### src/core/fsp_defines.vh
// Constants of the flash protection host controller
`ifndef FSP_DEFINES_VH
`define FSP_DEFINES_VH

// Clock and cycle conversion; least times round up
`define FSP_CLK_NS            40
`define FSP_CEIL_CYC(ns)      (((ns) + `FSP_CLK_NS - 1) / `FSP_CLK_NS)

// Bus timing
`define FSP_T_WE_NS           35
`define FSP_WE_CYC            `FSP_CEIL_CYC(`FSP_T_WE_NS)
`define FSP_T_RD_NS           55
`define FSP_RD_CYC            `FSP_CEIL_CYC(`FSP_T_RD_NS)

// Password check delay
`define FSP_T_PWD_NS          2000
`define FSP_PWD_CYC           `FSP_CEIL_CYC(`FSP_T_PWD_NS)

// Reset pin pulse and recovery
`define FSP_T_RST_NS          500
`define FSP_RST_CYC           `FSP_CEIL_CYC(`FSP_T_RST_NS)
`define FSP_T_RECOV_NS        1000
`define FSP_RECOV_CYC         `FSP_CEIL_CYC(`FSP_T_RECOV_NS)

// Program status timeout
`define FSP_T_PROG_MAX_NS     128000
`define FSP_PROG_MAX_CYC      `FSP_CEIL_CYC(`FSP_T_PROG_MAX_NS)

// User commands
`define FSP_CMD_READ          4'h0
`define FSP_CMD_PROGRAM       4'h1
`define FSP_CMD_ERASE         4'h2
`define FSP_CMD_SEC_ENTER     4'h3
`define FSP_CMD_SEC_EXIT      4'h4
`define FSP_CMD_LOCK_SET      4'h5
`define FSP_CMD_PWD_UNLOCK    4'h6
`define FSP_CMD_CUST_LOCK     4'h7
`define FSP_CMD_HW_RESET      4'h8

// Flash command words and unlock addresses
`define FSP_UNLOCK_A1         23'h000555
`define FSP_UNLOCK_A2         23'h0002aa
`define FSP_UNLOCK_D1         16'h00aa
`define FSP_UNLOCK_D2         16'h0055
`define FSP_FC_PROGRAM        16'h00a0
`define FSP_FC_ERASE_SETUP    16'h0080
`define FSP_FC_SECTOR_ERASE   16'h0030
`define FSP_FC_SEC_ENTER      16'h0088
`define FSP_FC_SEC_EXIT       16'h0090
`define FSP_FC_EXIT_CONFIRM   16'h0000
`define FSP_FC_LOCK_SET       16'h0078
`define FSP_FC_PWD_UNLOCK     16'h00e0
`define FSP_FC_SEC_PROTECT    16'h0060

// Secure region layout
`define FSP_SEC_LAST          23'h00007f
`define FSP_SEC_CUST_BASE     23'h000040
`define FSP_FACTORY_FLAG_BIT  7
`define FSP_CUSTOMER_FLAG_BIT 6
`define FSP_TOGGLE_BIT        6

`endif

### src/core/fsp_host_ctrl.v
// Host controller for flash sector protection and secure region
// How it works
// - Protect every unprotected sector before the elevated-voltage unprotect writes.
// - Customer lock is entry sequence then in-system protect, reset high or elevated.
// - Host exits the secure region before touching the main array.
// - Write only with select low, write strobe low, output enable high.
`timescale 1ns/1ps
`default_nettype none
`include "fsp_defines.vh"

module fsp_host_ctrl
#(
    parameter ERASE_TIMEOUT_CYC = 200000000
)
(
    // Clock and reset
    input  wire        mclk,
    input  wire        reset,
    // User command port
    input  wire        cmd_valid,
    input  wire [3:0]  cmd_code,
    input  wire [22:0] cmd_addr,
    input  wire [15:0] cmd_data,
    input  wire [63:0] cmd_password,
    output reg         cmd_ready,
    output reg         rsp_valid,
    output reg  [15:0] rsp_data,
    output reg         rsp_err,
    // User protection controls
    input  wire        boot_guard_req,
    input  wire        accel_req,
    input  wire        hv_unprotect_req,
    input  wire        all_sectors_protected,
    input  wire        supply_low,
    output reg         secure_mode,
    // Flash pins
    output wire        flash_ce_n,
    output wire        flash_we_n,
    output wire        flash_oe_n,
    output wire [22:0] flash_addr,
    output wire [15:0] flash_dq_out,
    output wire        flash_dq_oe_n,
    input  wire [15:0] flash_dq_in,
    output reg         flash_reset_n,
    output reg         flash_reset_elevated,
    output reg         boot_guard_accel_pin,
    output reg         boot_guard_accel_hv
);
    localparam S_IDLE   = 4'd0;
    localparam S_STEP   = 4'd1;
    localparam S_WAIT   = 4'd2;
    localparam S_POLLA  = 4'd3;
    localparam S_POLLB  = 4'd4;
    localparam S_VERIFY = 4'd5;
    localparam S_DELAY  = 4'd6;
    localparam S_RST    = 4'd7;
    localparam S_RECOV  = 4'd8;
    localparam S_DONE   = 4'd9;

    // Program poll limit held at the counter width
    localparam [27:0] PROG_POLL_CYC = `FSP_PROG_MAX_CYC;

    // Write step: {last, rd, addr, data}
    function [40:0] wr;
        input        last;
        input [22:0] a;
        input [15:0] d;
        begin
            wr = {last, 1'b0, a, d};
        end
    endfunction

    // Bus cycle number i of user command c
    function [40:0] step_of;
        input [3:0]  c;
        input [2:0]  i;
        input [22:0] a;
        input [15:0] d;
        input [63:0] pw;
        begin
            if (c == `FSP_CMD_READ)
                step_of = {1'b1, 1'b1, a, 16'h0000};
            else if (i == 3'd0)
                step_of = wr(1'b0, `FSP_UNLOCK_A1, `FSP_UNLOCK_D1);
            else if (i == 3'd1)
                step_of = wr(1'b0, `FSP_UNLOCK_A2, `FSP_UNLOCK_D2);
            else
                case (c)
                    `FSP_CMD_PROGRAM:
                        step_of = (i == 3'd2) ? wr(1'b0, `FSP_UNLOCK_A1, `FSP_FC_PROGRAM) : wr(1'b1, a, d);
                    `FSP_CMD_ERASE:
                        case (i)
                            3'd2:    step_of = wr(1'b0, `FSP_UNLOCK_A1, `FSP_FC_ERASE_SETUP);
                            3'd3:    step_of = wr(1'b0, `FSP_UNLOCK_A1, `FSP_UNLOCK_D1);
                            3'd4:    step_of = wr(1'b0, `FSP_UNLOCK_A2, `FSP_UNLOCK_D2);
                            default: step_of = wr(1'b1, a, `FSP_FC_SECTOR_ERASE);
                        endcase
                    `FSP_CMD_SEC_ENTER:
                        step_of = wr(1'b1, `FSP_UNLOCK_A1, `FSP_FC_SEC_ENTER);
                    `FSP_CMD_SEC_EXIT:
                        step_of = (i == 3'd2) ? wr(1'b0, `FSP_UNLOCK_A1, `FSP_FC_SEC_EXIT)
                                              : wr(1'b1, 23'h000000, `FSP_FC_EXIT_CONFIRM);
                    `FSP_CMD_LOCK_SET:
                        step_of = wr(1'b1, `FSP_UNLOCK_A1, `FSP_FC_LOCK_SET);
                    `FSP_CMD_PWD_UNLOCK:
                        // Password goes out low word first, one word per cycle
                        case (i)
                            3'd2:    step_of = wr(1'b0, `FSP_UNLOCK_A1, `FSP_FC_PWD_UNLOCK);
                            3'd3:    step_of = wr(1'b0, 23'h000000, pw[15:0]);
                            3'd4:    step_of = wr(1'b0, 23'h000001, pw[31:16]);
                            3'd5:    step_of = wr(1'b0, 23'h000002, pw[47:32]);
                            default: step_of = wr(1'b1, 23'h000003, pw[63:48]);
                        endcase
                    default:
                        // Customer lock: entry sequence, protect pair, flag read
                        case (i)
                            3'd2:    step_of = wr(1'b0, `FSP_UNLOCK_A1, `FSP_FC_SEC_ENTER);
                            3'd3:    step_of = wr(1'b0, `FSP_SEC_CUST_BASE, `FSP_FC_SEC_PROTECT);
                            3'd4:    step_of = wr(1'b0, `FSP_SEC_CUST_BASE, `FSP_FC_SEC_PROTECT);
                            default: step_of = {1'b1, 1'b1, `FSP_SEC_CUST_BASE, 16'h0000};
                        endcase
                endcase
        end
    endfunction

    reg  [3:0]  state_reg;
    reg  [3:0]  cmd_reg;
    reg  [22:0] addr_reg;
    reg  [15:0] data_reg;
    reg  [63:0] pwd_reg;
    reg  [2:0]  idx_reg;
    reg  [27:0] cnt_reg;
    reg  [15:0] prev_reg;
    reg         bus_start_reg;
    reg         bus_rd_reg;
    reg  [22:0] bus_addr_reg;
    reg  [15:0] bus_data_reg;
    wire        bus_done;
    wire [15:0] bus_rdata;
    wire [40:0] cur_step;
    wire        main_access;
    wire [27:0] poll_limit;

    assign cur_step    = step_of(cmd_reg, idx_reg, addr_reg, data_reg, pwd_reg);
    assign main_access = (cmd_code == `FSP_CMD_READ) || (cmd_code == `FSP_CMD_PROGRAM) ||
                         (cmd_code == `FSP_CMD_ERASE);
    assign poll_limit  = (cmd_reg == `FSP_CMD_ERASE) ? ERASE_TIMEOUT_CYC[27:0] : PROG_POLL_CYC;

    fsp_bus_cycle u_bus
    (
        .mclk     (mclk),
        .reset    (reset),
        .start    (bus_start_reg),
        .rd       (bus_rd_reg),
        .addr     (bus_addr_reg),
        .wdata    (bus_data_reg),
        .done     (bus_done),
        .rdata    (bus_rdata),
        .ce_n     (flash_ce_n),
        .we_n     (flash_we_n),
        .oe_n     (flash_oe_n),
        .pin_addr (flash_addr),
        .dq_out   (flash_dq_out),
        .dq_oe_n  (flash_dq_oe_n),
        .dq_in    (flash_dq_in)
    );

    always @(posedge mclk)
    begin
        if (reset)
        begin
            state_reg            <= S_IDLE;
            cmd_reg              <= `FSP_CMD_READ;
            addr_reg             <= 23'h000000;
            data_reg             <= 16'h0000;
            pwd_reg              <= 64'h0000000000000000;
            idx_reg              <= 3'd0;
            cnt_reg              <= 28'h0000000;
            prev_reg             <= 16'h0000;
            bus_start_reg        <= 1'b0;
            bus_rd_reg           <= 1'b0;
            bus_addr_reg         <= 23'h000000;
            bus_data_reg         <= 16'h0000;
            cmd_ready            <= 1'b0;
            rsp_valid            <= 1'b0;
            rsp_data             <= 16'h0000;
            rsp_err              <= 1'b0;
            secure_mode          <= 1'b0;
            flash_reset_n        <= 1'b1;
            flash_reset_elevated <= 1'b0;
            boot_guard_accel_pin <= 1'b0;
            boot_guard_accel_hv  <= 1'b0;
        end
        else
        begin
            rsp_valid     <= 1'b0;
            bus_start_reg <= 1'b0;
            // Pin low guards the boot sectors; elevated level off from the cycle after secure mode sets
            boot_guard_accel_pin <= ~boot_guard_req;
            boot_guard_accel_hv  <= accel_req && !boot_guard_req && !secure_mode;
            // Elevated reset only once every sector is protected, and only when idle
            flash_reset_elevated <= hv_unprotect_req && all_sectors_protected &&
                                    state_reg == S_IDLE;
            cmd_ready <= (state_reg == S_IDLE) && !cmd_valid && !supply_low;
            case (state_reg)
                S_IDLE:
                begin
                    if (cmd_valid && cmd_ready)
                    begin
                        cmd_reg   <= cmd_code;
                        addr_reg  <= cmd_addr;
                        data_reg  <= cmd_data;
                        pwd_reg   <= cmd_password;
                        idx_reg   <= 3'd0;
                        cnt_reg   <= 28'h0000000;
                        cmd_ready <= 1'b0;
                        // Main array stays off limits while the secure region is mapped
                        if (secure_mode && main_access && cmd_addr > `FSP_SEC_LAST)
                        begin
                            rsp_err   <= 1'b1;
                            rsp_data  <= 16'h0000;
                            rsp_valid <= 1'b1;
                        end
                        else if (cmd_code == `FSP_CMD_HW_RESET)
                            state_reg <= S_RST;
                        else if (cmd_code > `FSP_CMD_HW_RESET)
                        begin
                            rsp_err   <= 1'b1;
                            rsp_valid <= 1'b1;
                        end
                        else
                            state_reg <= S_STEP;
                    end
                end
                S_STEP:
                begin
                    bus_start_reg <= 1'b1;
                    bus_rd_reg    <= cur_step[39];
                    bus_addr_reg  <= cur_step[38:16];
                    bus_data_reg  <= cur_step[15:0];
                    state_reg     <= S_WAIT;
                end
                S_WAIT:
                begin
                    if (bus_done)
                    begin
                        if (!cur_step[40])
                        begin
                            idx_reg   <= idx_reg + 3'd1;
                            state_reg <= S_STEP;
                        end
                        else if (cmd_reg == `FSP_CMD_PROGRAM || cmd_reg == `FSP_CMD_ERASE)
                            state_reg <= S_POLLA;
                        else if (cmd_reg == `FSP_CMD_PWD_UNLOCK)
                            state_reg <= S_DELAY;
                        else
                        begin
                            rsp_data  <= bus_rdata;
                            // Customer lock succeeds only if its flag now reads one
                            rsp_err   <= (cmd_reg == `FSP_CMD_CUST_LOCK) &&
                                         !bus_rdata[`FSP_CUSTOMER_FLAG_BIT];
                            state_reg <= S_DONE;
                        end
                    end
                end
                S_POLLA, S_POLLB:
                begin
                    // Toggle polling: two reads whose bit 6 agrees mean the operation ended
                    cnt_reg <= cnt_reg + 28'h0000001;
                    if (!bus_start_reg && flash_ce_n && !bus_done)
                    begin
                        bus_start_reg <= 1'b1;
                        bus_rd_reg    <= 1'b1;
                        bus_addr_reg  <= addr_reg;
                    end
                    if (bus_done && state_reg == S_POLLA)
                    begin
                        prev_reg  <= bus_rdata;
                        state_reg <= S_POLLB;
                    end
                    else if (bus_done)
                    begin
                        if (prev_reg[`FSP_TOGGLE_BIT] == bus_rdata[`FSP_TOGGLE_BIT])
                            state_reg <= (cmd_reg == `FSP_CMD_PROGRAM) ? S_VERIFY : S_DONE;
                        else if (cnt_reg >= poll_limit)
                        begin
                            rsp_err   <= 1'b1;
                            state_reg <= S_DONE;
                        end
                        else
                            state_reg <= S_POLLA;
                        rsp_data <= bus_rdata;
                        rsp_err  <= cnt_reg >= poll_limit;
                    end
                end
                S_VERIFY:
                begin
                    // A protected sector returns quickly with old data; read back tells
                    if (!bus_start_reg && flash_ce_n && !bus_done)
                    begin
                        bus_start_reg <= 1'b1;
                        bus_rd_reg    <= 1'b1;
                        bus_addr_reg  <= addr_reg;
                    end
                    if (bus_done)
                    begin
                        rsp_data  <= bus_rdata;
                        rsp_err   <= bus_rdata != data_reg;
                        state_reg <= S_DONE;
                    end
                end
                S_DELAY:
                begin
                    // No new command until the password check time has passed
                    cnt_reg <= cnt_reg + 28'h0000001;
                    if (cnt_reg == `FSP_PWD_CYC - 1)
                    begin
                        rsp_err   <= 1'b0;
                        state_reg <= S_DONE;
                    end
                end
                S_RST:
                begin
                    flash_reset_n <= 1'b0;
                    secure_mode   <= 1'b0;
                    cnt_reg       <= cnt_reg + 28'h0000001;
                    if (cnt_reg == `FSP_RST_CYC - 1)
                    begin
                        flash_reset_n <= 1'b1;
                        cnt_reg       <= 28'h0000000;
                        state_reg     <= S_RECOV;
                    end
                end
                S_RECOV:
                begin
                    cnt_reg <= cnt_reg + 28'h0000001;
                    if (cnt_reg == `FSP_RECOV_CYC - 1)
                    begin
                        rsp_err   <= 1'b0;
                        rsp_data  <= 16'h0000;
                        state_reg <= S_DONE;
                    end
                end
                default:
                begin
                    if (cmd_reg == `FSP_CMD_SEC_ENTER || cmd_reg == `FSP_CMD_CUST_LOCK)
                        secure_mode <= 1'b1;
                    else if (cmd_reg == `FSP_CMD_SEC_EXIT)
                        secure_mode <= 1'b0;
                    rsp_valid <= 1'b1;
                    state_reg <= S_IDLE;
                end
            endcase
        end
    end
endmodule // fsp_host_ctrl

`default_nettype wire

### src/core/fsp_bus_cycle.v
// One asynchronous flash bus cycle, read or write
`timescale 1ns/1ps
`default_nettype none
`include "fsp_defines.vh"

module fsp_bus_cycle
(
    // Clock and reset
    input  wire        mclk,
    input  wire        reset,
    // Request
    input  wire        start,
    input  wire        rd,
    input  wire [22:0] addr,
    input  wire [15:0] wdata,
    output reg         done,
    output reg  [15:0] rdata,
    // Flash pins
    output reg         ce_n,
    output reg         we_n,
    output reg         oe_n,
    output reg  [22:0] pin_addr,
    output reg  [15:0] dq_out,
    output reg         dq_oe_n,
    input  wire [15:0] dq_in
);
    localparam B_IDLE   = 2'd0;
    localparam B_SETUP  = 2'd1;
    localparam B_STROBE = 2'd2;
    localparam B_HOLD   = 2'd3;

    reg [1:0] state_reg;
    reg [3:0] cnt_reg;
    reg       rd_reg;

    always @(posedge mclk)
    begin
        if (reset)
        begin
            // Strobes parked high so no command is taken at power-up
            state_reg <= B_IDLE;
            cnt_reg   <= 4'h0;
            rd_reg    <= 1'b0;
            done      <= 1'b0;
            rdata     <= 16'h0000;
            ce_n      <= 1'b1;
            we_n      <= 1'b1;
            oe_n      <= 1'b1;
            pin_addr  <= 23'h000000;
            dq_out    <= 16'h0000;
            dq_oe_n   <= 1'b1;
        end
        else
        begin
            done <= 1'b0;
            case (state_reg)
                B_IDLE:
                begin
                    if (start)
                    begin
                        rd_reg    <= rd;
                        pin_addr  <= addr;
                        dq_out    <= wdata;
                        dq_oe_n   <= rd;
                        ce_n      <= 1'b0;
                        oe_n      <= 1'b1;
                        cnt_reg   <= 4'h0;
                        state_reg <= B_SETUP;
                    end
                end
                B_SETUP:
                begin
                    // Address and data settle before the strobe falls
                    if (rd_reg)
                        oe_n <= 1'b0;
                    else
                        we_n <= 1'b0;
                    state_reg <= B_STROBE;
                end
                B_STROBE:
                begin
                    cnt_reg <= cnt_reg + 4'h1;
                    if (rd_reg && cnt_reg == (`FSP_RD_CYC - 1))
                    begin
                        rdata     <= dq_in;
                        oe_n      <= 1'b1;
                        state_reg <= B_HOLD;
                    end
                    else if (!rd_reg && cnt_reg == (`FSP_WE_CYC - 1))
                    begin
                        we_n      <= 1'b1;
                        state_reg <= B_HOLD;
                    end
                end
                default:
                begin
                    ce_n      <= 1'b1;
                    dq_oe_n   <= 1'b1;
                    done      <= 1'b1;
                    state_reg <= B_IDLE;
                end
            endcase
        end
    end
endmodule // fsp_bus_cycle

`default_nettype wire

### config.mk
export PLATFORM = sky130hd
export DESIGN_NAME = fsp_host_ctrl
export DESIGN_NICKNAME = d
export VERILOG_FILES = /design/src/core/fsp_host_ctrl.v /design/src/core/fsp_bus_cycle.v
export VERILOG_INCLUDE_DIRS = /design/src /design/src/core
export SDC_FILE = /design/constraint.sdc
export NUM_CORES = 1
export LEC_CHECK = 0
export BUFFER_PORTS_ARGS = -buffer_cell sky130_fd_sc_hd__buf_2
export CAP_MARGIN = 25
export CORE_MARGIN = 2
export CORE_UTILIZATION = 57
export CTS_CLUSTER_SIZE = 10
export DETAILED_ROUTE_END_ITERATION = 10
export PLACE_DENSITY = 0.87
export REMOVE_ABC_BUFFERS = 1
export SKIP_LAST_GASP = 1
export SYNTH_ARGS = -nofsm -noshare
export SYNTH_HDL_FRONTEND = slang
export SYNTH_SLANG_ARGS = --single-unit
### constraint.sdc
create_clock -name mclk -period 4.78 [get_ports mclk]
set_clock_uncertainty 0.2 [all_clocks]
set_input_delay 0.956 -clock mclk [delete_from_list [all_inputs] [get_ports mclk]]
set_output_delay 0.956 -clock mclk [all_outputs]
set_load 0.01 [all_outputs]
==> reports/metrics.cfg, run 1 <==
[grt]
grt_max_degree = 109
grtUsageTotal = 0.293
overflow = 0
grt_antenna_before_repair = 1
grt_pass1_wl_mm = 54.4
first_global_vias = 11000

[logic_synthesis]
syn_area_mm2 = 0.0123
synth_edf_count = 0
ys_seq_elements = 275
yosys_warnings = 0
async_reset_ff_frac = 0
synth_cell_type_count = 74
avgSynthCellArea_um2 = 7.83
yosysTopAreaCell = dfxtp_1
synth_seq_area_share = 0.447
synth_ff_type = dfxtp_1
synth_top_area_frac = 0.447
netlist_instances = 1572
synth_area_leaders = dfxtp_1 45%, nand2_1 14%, a21oi_1 8.8%, nor2_1 3.2%, ha_1 3.2%

[timing]
finalMaxSlewViolations = 0
finalSetupViolations = 0
setup_ws_ns = 1.00
max_clock_freq_mhz = 265
final_hold_viol_count = 0
min_period_over_period = 0.790
worstMarginPinSlew_ns = 0.939
final.min_clock_period_ns = 3.78
slew_headroom = 0.370
rsz0062_at_grt = false

[clocking]
numCtsBuffers = 31
ctsResizeCount = 0
cts_root_buf = clkbuf_16
clkSinkCount = 275
hold_buffers = 0
htree_levels = 1
postCtsSetupRepairBufs = 0
cts_tree = built
clkTransAtPathRegs_ns = 0.06
clk_latency_ns = 0.55
cts_buffer_depth = 3

[critical_path]
start_kind = flip-flop
worst-path-max-fanout = 20
reg2reg_from = cmd_reg[3]
cp-endpoint = state_reg[3]
path_class = reg2reg
r2r_slack_ns = 1.00
cp.arrival_ns = 3.99
r2r-end = state_reg[3]
startpoint = cmd_reg[3]
critPathCaptureType = flip-flop
r2r_cells = 12
required_ns = 4.99

[min_path]
hp-class = reg2reg
whs_path_depth = 2

[finish]
largest_register_ffs = 64
syn2layout_area_growth_pct = 15.8
final_common_cell = nand2_1
fin_area_mm2 = 0.0142
multi_input_area_mm2 = 0.00632
final-seq-area_mm2 = 0.00551
layout_common_cells = 448 x nand2_1, 275 x dfxtp_1, 217 x a21oi_1, 196 x buf_2, 103 x nor2_1
drive_above_1_share = 0.155
fillers = 1732
nets = 1884
n_antenna_cell = 0

[run_status]
status = completed

[route]
drtPass1Iterations = 6
avgRoutedWirePerCell_um = 17.1
final_antenna_net_count = 0
routed_wl_mm = 34.2
drc_errors = 0
viasPerCell = 5.93
drt_iter0_markers = 1180
vias = 11900

[place]
gp_congestion = 0.942
dp_slack_ns = 1.05
hpwl_mm = 23.7
placed_area_mm2 = 0.0134
portBuffers = 197

[power_and_ir_drop]
p_leak_uw = 0.00544
powerDensity_mw_per_mm2 = 359
ir_worst_vdd_uv = 278

[floorplanning]
die_area_mm2 = 0.0228
die_height_um = 151
coreArea_mm2 = 0.0211
rows = 53
pin_count = 198
die_w_um = 151
start_util = 0.583

[job]
maxCapViolCount = 0

[synth_stat cells, types with 3 or more instances]
library cell	count
nand2_1	448
dfxtp_1	275
a21oi_1	217
nor2_1	104
clkbuf_1	78
o21ai_0	37
xor2_1	33
ha_1	31
nand3_1	29
inv_1	23
mux2i_1	21
nor3_1	18
and2_1	16
nand4_1	16
nor4_1	16
buf_2	14
a222oi_1	13
a22o_1	13
o21ai_1	13
nand2b_1	12
a211oi_1	11
nor2b_1	11
xnor2_1	11
a211o_1	7
a22oi_1	7
a31oi_1	7
a221o_1	6
o211ai_1	6
o31ai_1	5
a221oi_1	4
buf_1	4
nand3b_1	4
a2111oi_0	3
and3_1	3
nor3_2	3
[worst min-delay path by stage]
stage,from,slack (ns),end
floorplan,bus_addr_reg[0],0.22,bus_addr_reg[0]
global placement,bus_addr_reg[0],0.24,bus_addr_reg[0]
detailed placement,bus_addr_reg[0],0.24,bus_addr_reg[0]
CTS,u_bus.pin_addr[1],0.25,u_bus.pin_addr[1]
global route,bus_addr_reg[3],0.27,u_bus.pin_addr[3]
finish,u_bus.pin_addr[1],0.25,u_bus.pin_addr[1]
[metal layers]
| layer | wire [um] | vias to the layer above | track usage |
|---|---|---|---|
| met3 | 2930 | 87 | 0.0572 |
| met1 | 13900 | 5552 | 0.383 |
| met5 | 16 | - | 0 |
| met2 | 16200 | 547 | 0.490 |
| li1 | - | 5671 | - |
| met4 | 1030 | 2 | 0.0930 |
[per-stage QoR]
stage,hold slack [ns],total power (uW),cells,setup TNS (ns),util
2_1_floorplan,0.223,2880,1473,-11.75,-
3_3_place_gp,0.235,3120,1961,0,0.635
3_5_place_dp,0.235,3140,1963,0,0.636
4_1_cts,0.250,5120,1999,0,0.674
5_1_grt,0.268,5310,2000,0,0.676
6_report,0.249,5110,2000,0,0.676
[worst max-delay path, stage by stage, from the launching register on]
cell	delay, ns
dfxtp_1	0.78
nor2_1	0.17
nand3_1	0.12
buf_4	0.23
inv_1	0.15
ha_1	0.22
or4b_1	0.49
a211o_1	0.25
a211oi_1	0.25
o31ai_1	0.15
nand2b_1	0.18
a221o_1	0.32
o2bb2ai_1	0.12
[final cells by class]
class	instances	share of cell area
multi-input combinational	1173	0.444
sequential	275	0.386
timing repair buffer	216	0.0822
clock buffer	35	0.0562
tap	275	0.0242
inverter	25	0.00659
clock inverter	1	0.000615
[cells by family (layout without fill, tap and decap cells)]
kind of cell,count (synthesis),count (layout),share of synthesized area
and+or+nand+nor,697,697,0.243
AOI/OAI and AO/OA,379,379,0.188
DFF,275,275,0.447
buffers and inverters,124,277,0.0408
xor gates and xnor gates,44,44,0.0313
adders and majority gates,31,31,0.0315
muxes,22,22,0.0180
[power by group]
part | switching, uW | total, uW | internal, uW
clock network | 844 | 2000 | 1160
logic | 430 | 649 | 220
registers | 78.6 | 2460 | 2380
Power figures use the tool's default switching activity.
==> inputs of run 2 (changes only) <==
==> constraint.sdc (replaced) <==
create_clock -name mclk -period 3.6 [get_ports mclk]
set_clock_uncertainty 0.2 [all_clocks]
set_input_delay 0.72 -clock mclk [delete_from_list [all_inputs] [get_ports mclk]]
set_output_delay 0.72 -clock mclk [all_outputs]
set_load 0.01 [all_outputs]
==> run 2 against run 1 <==
Die area did not move. Sequential power rose by 33%. Cell count rose by 0.25%. Routed wire length rose by 0.85%. Register-to-register slack got worse by 0.46 ns. Via count rose by 0.14%. Clock power rose by 35%. Utilization rose by 0.21 points. Hold slack got worse by 0.12 ns. Sequential cell count did not move.
==> reports/metrics.cfg, run 2 (same netlist as run 1, synthesis figures left out) <==
[route]
drt_iter0_markers = 1026  ; -13%
avgRoutedWirePerCell_um = 17.2  ; +0.60%
routed_wl_mm = 34.4  ; +0.85%
final_antenna_net_count = 0  ; unchanged
vias = 11900  ; +0.14%
drtPass1Iterations = 7  ; +1
viasPerCell = 5.92  ; -0.11%
drc_errors = 0  ; unchanged

[clocking]
numCtsBuffers = 31  ; unchanged
clkTransAtPathRegs_ns = 0.06  ; about the same
cts_tree = built
clk_latency_ns = 0.57  ; +0.02 ns
cts_root_buf = clkbuf_16
postCtsSetupRepairBufs = 0  ; unchanged
htree_levels = 1  ; unchanged
hold_buffers = 0  ; unchanged
ctsResizeCount = 0  ; unchanged
cts_buffer_depth = 3  ; unchanged
clkSinkCount = 275  ; unchanged

[min_path]
hp-class = in2reg
min_from = supply_low
whs_endpoint = cmd_ready
whs_path_depth = 2  ; unchanged

[power_and_ir_drop]
p_leak_uw = 0.00547  ; +0.58%
powerDensity_mw_per_mm2 = 478  ; +33%
ir_worst_vdd_uv = 375  ; +35%

[grt]
overflow = 0  ; unchanged
grt_antenna_before_repair = 1  ; unchanged
first_global_vias = 11100  ; +1.1%
grt_max_degree = 158  ; +45%
grtUsageTotal = 0.295  ; +0.00224
grt_pass1_wl_mm = 54.9  ; +0.98%

[finish]
nets = 1889  ; +0.27%
largest_register_ffs = 64  ; unchanged
fin_cells = 2005  ; +0.25%
final_common_cell = nand2_1
syn2layout_area_growth_pct = 16.2
layout_common_cells = 448 x nand2_1, 275 x dfxtp_1, 217 x a21oi_1, 196 x buf_2, 103 x nor2_1
drive_above_1_share = 0.157  ; +0.00244
final_util = 0.678  ; +0.00214
n_antenna_cell = 0  ; unchanged

[place]
dp_slack_ns = 0.447  ; -0.606 ns
gp_congestion = 0.945  ; +0.34%
portBuffers = 197  ; unchanged
hpwl_mm = 23.9  ; +0.76%
dp.cells = 1968  ; +0.25%

[critical_path]
start_kind = flip-flop
required_ns = 3.83  ; -1.16 ns
cp.arrival_ns = 3.29  ; -0.70 ns
reg2reg_from = cmd_reg[3]
path_class = reg2reg
r2r_cells = 11  ; -1
r2r-end = state_reg[3]
critPathCaptureType = flip-flop
r2r_slack_ns = 0.54  ; -0.46 ns
worst-path-max-fanout = 11  ; -45%

[timing]
setup_tns_ns = 0  ; unchanged
worstMarginPinSlew_ns = 0.988  ; +0.0488 ns
min_period_over_period = 0.849  ; +0.0586
rsz0062_at_grt = false
fin_hold_ws_ns = 0.131  ; -0.117 ns
slew_headroom = 0.335  ; -0.0352
finalMaxSlewViolations = 0  ; unchanged
max_clock_freq_mhz = 327  ; +24%
finalSetupViolations = 0  ; unchanged
final.min_clock_period_ns = 3.06  ; -0.721 ns
setup_ws_ns = 0.545  ; -0.459 ns
final_hold_viol_count = 0  ; unchanged

[floorplanning]
die_height_um = 151  ; unchanged
die_area_mm2 = 0.0228  ; unchanged
coreArea_mm2 = 0.0211  ; unchanged
start_util = 0.583  ; unchanged
die_w_um = 151  ; unchanged
pin_count = 198  ; unchanged
rows = 53  ; unchanged

[run_status]
status = completed

[job]
maxCapViolCount = 0  ; unchanged

-- run 2: cell count changes in the layout (fill, tap and decap cells not counted), sizes merged --
cell	delta
buf	+5
-- run 2: routing by layer --
layer	part of all wire	global-route usage
met2	0.47	0.503
met3	0.086	0.0416
met1	0.42	0.394
met4	0.026	0.0790
met5	0.00038	0
-- run 2: area by class of cell --
class	count	area, um2
multi-input cells	1173	6320
inverters	25	93.8
clock buffers	35	801
flip-flops and latches	275	5510
well taps	275	344
repair buffers	221	1200
fillers	1758	6800
clock inverters	1	20.0
-- run 2: worst max path at each step --
stage	to	from	slack (ns)	depth (start not counted)
final	state_reg[3]	cmd_reg[3]	0.54	11
after global routing	state_reg[3]	cmd_reg[3]	0.40	11
after CTS	state_reg[3]	cmd_reg[3]	0.57	11
after detailed placement	rsp_data[9]	cmd_code[1]	0.45	8
after global placement	rsp_data[15]	cmd_code[1]	0.55	8
after floorplan	idx_reg[1]	state_reg[2]	-1.60	6
-- run 2: worst max-delay path, cell delays in order (launching register included) --
cell and delay (ns):
dfxtp_1 0.31, nor2_1 0.17, nand3_1 0.13, buf_4 0.18, buf_4 0.18, ha_1 0.31, a211o_1 0.27, a221oi_1 0.36
o31ai_1 0.19, nand2b_1 0.19, a221o_1 0.32, o2bb2ai_1 0.12
-- run 2: stage by stage --
stage	cell area, um2	power [uW]
final	14300	6840
after floorplan	11900	3820
after detailed placement	13400	4190
after global routing	14300	7080
after CTS	14300	6830
after global placement	13400	4160
-- run 2: power breakdown --
part / internal [uW] / switching, uW / total, uW / leakage (uW)
logic: 298 / 585 / 883 / 0.00285
clock network: 1540 / 1150 / 2690 / 0.000403
registers: 3170 / 96.7 / 3260 / 0.00222
total: 5000 / 1830 / 6840 / 0.00547
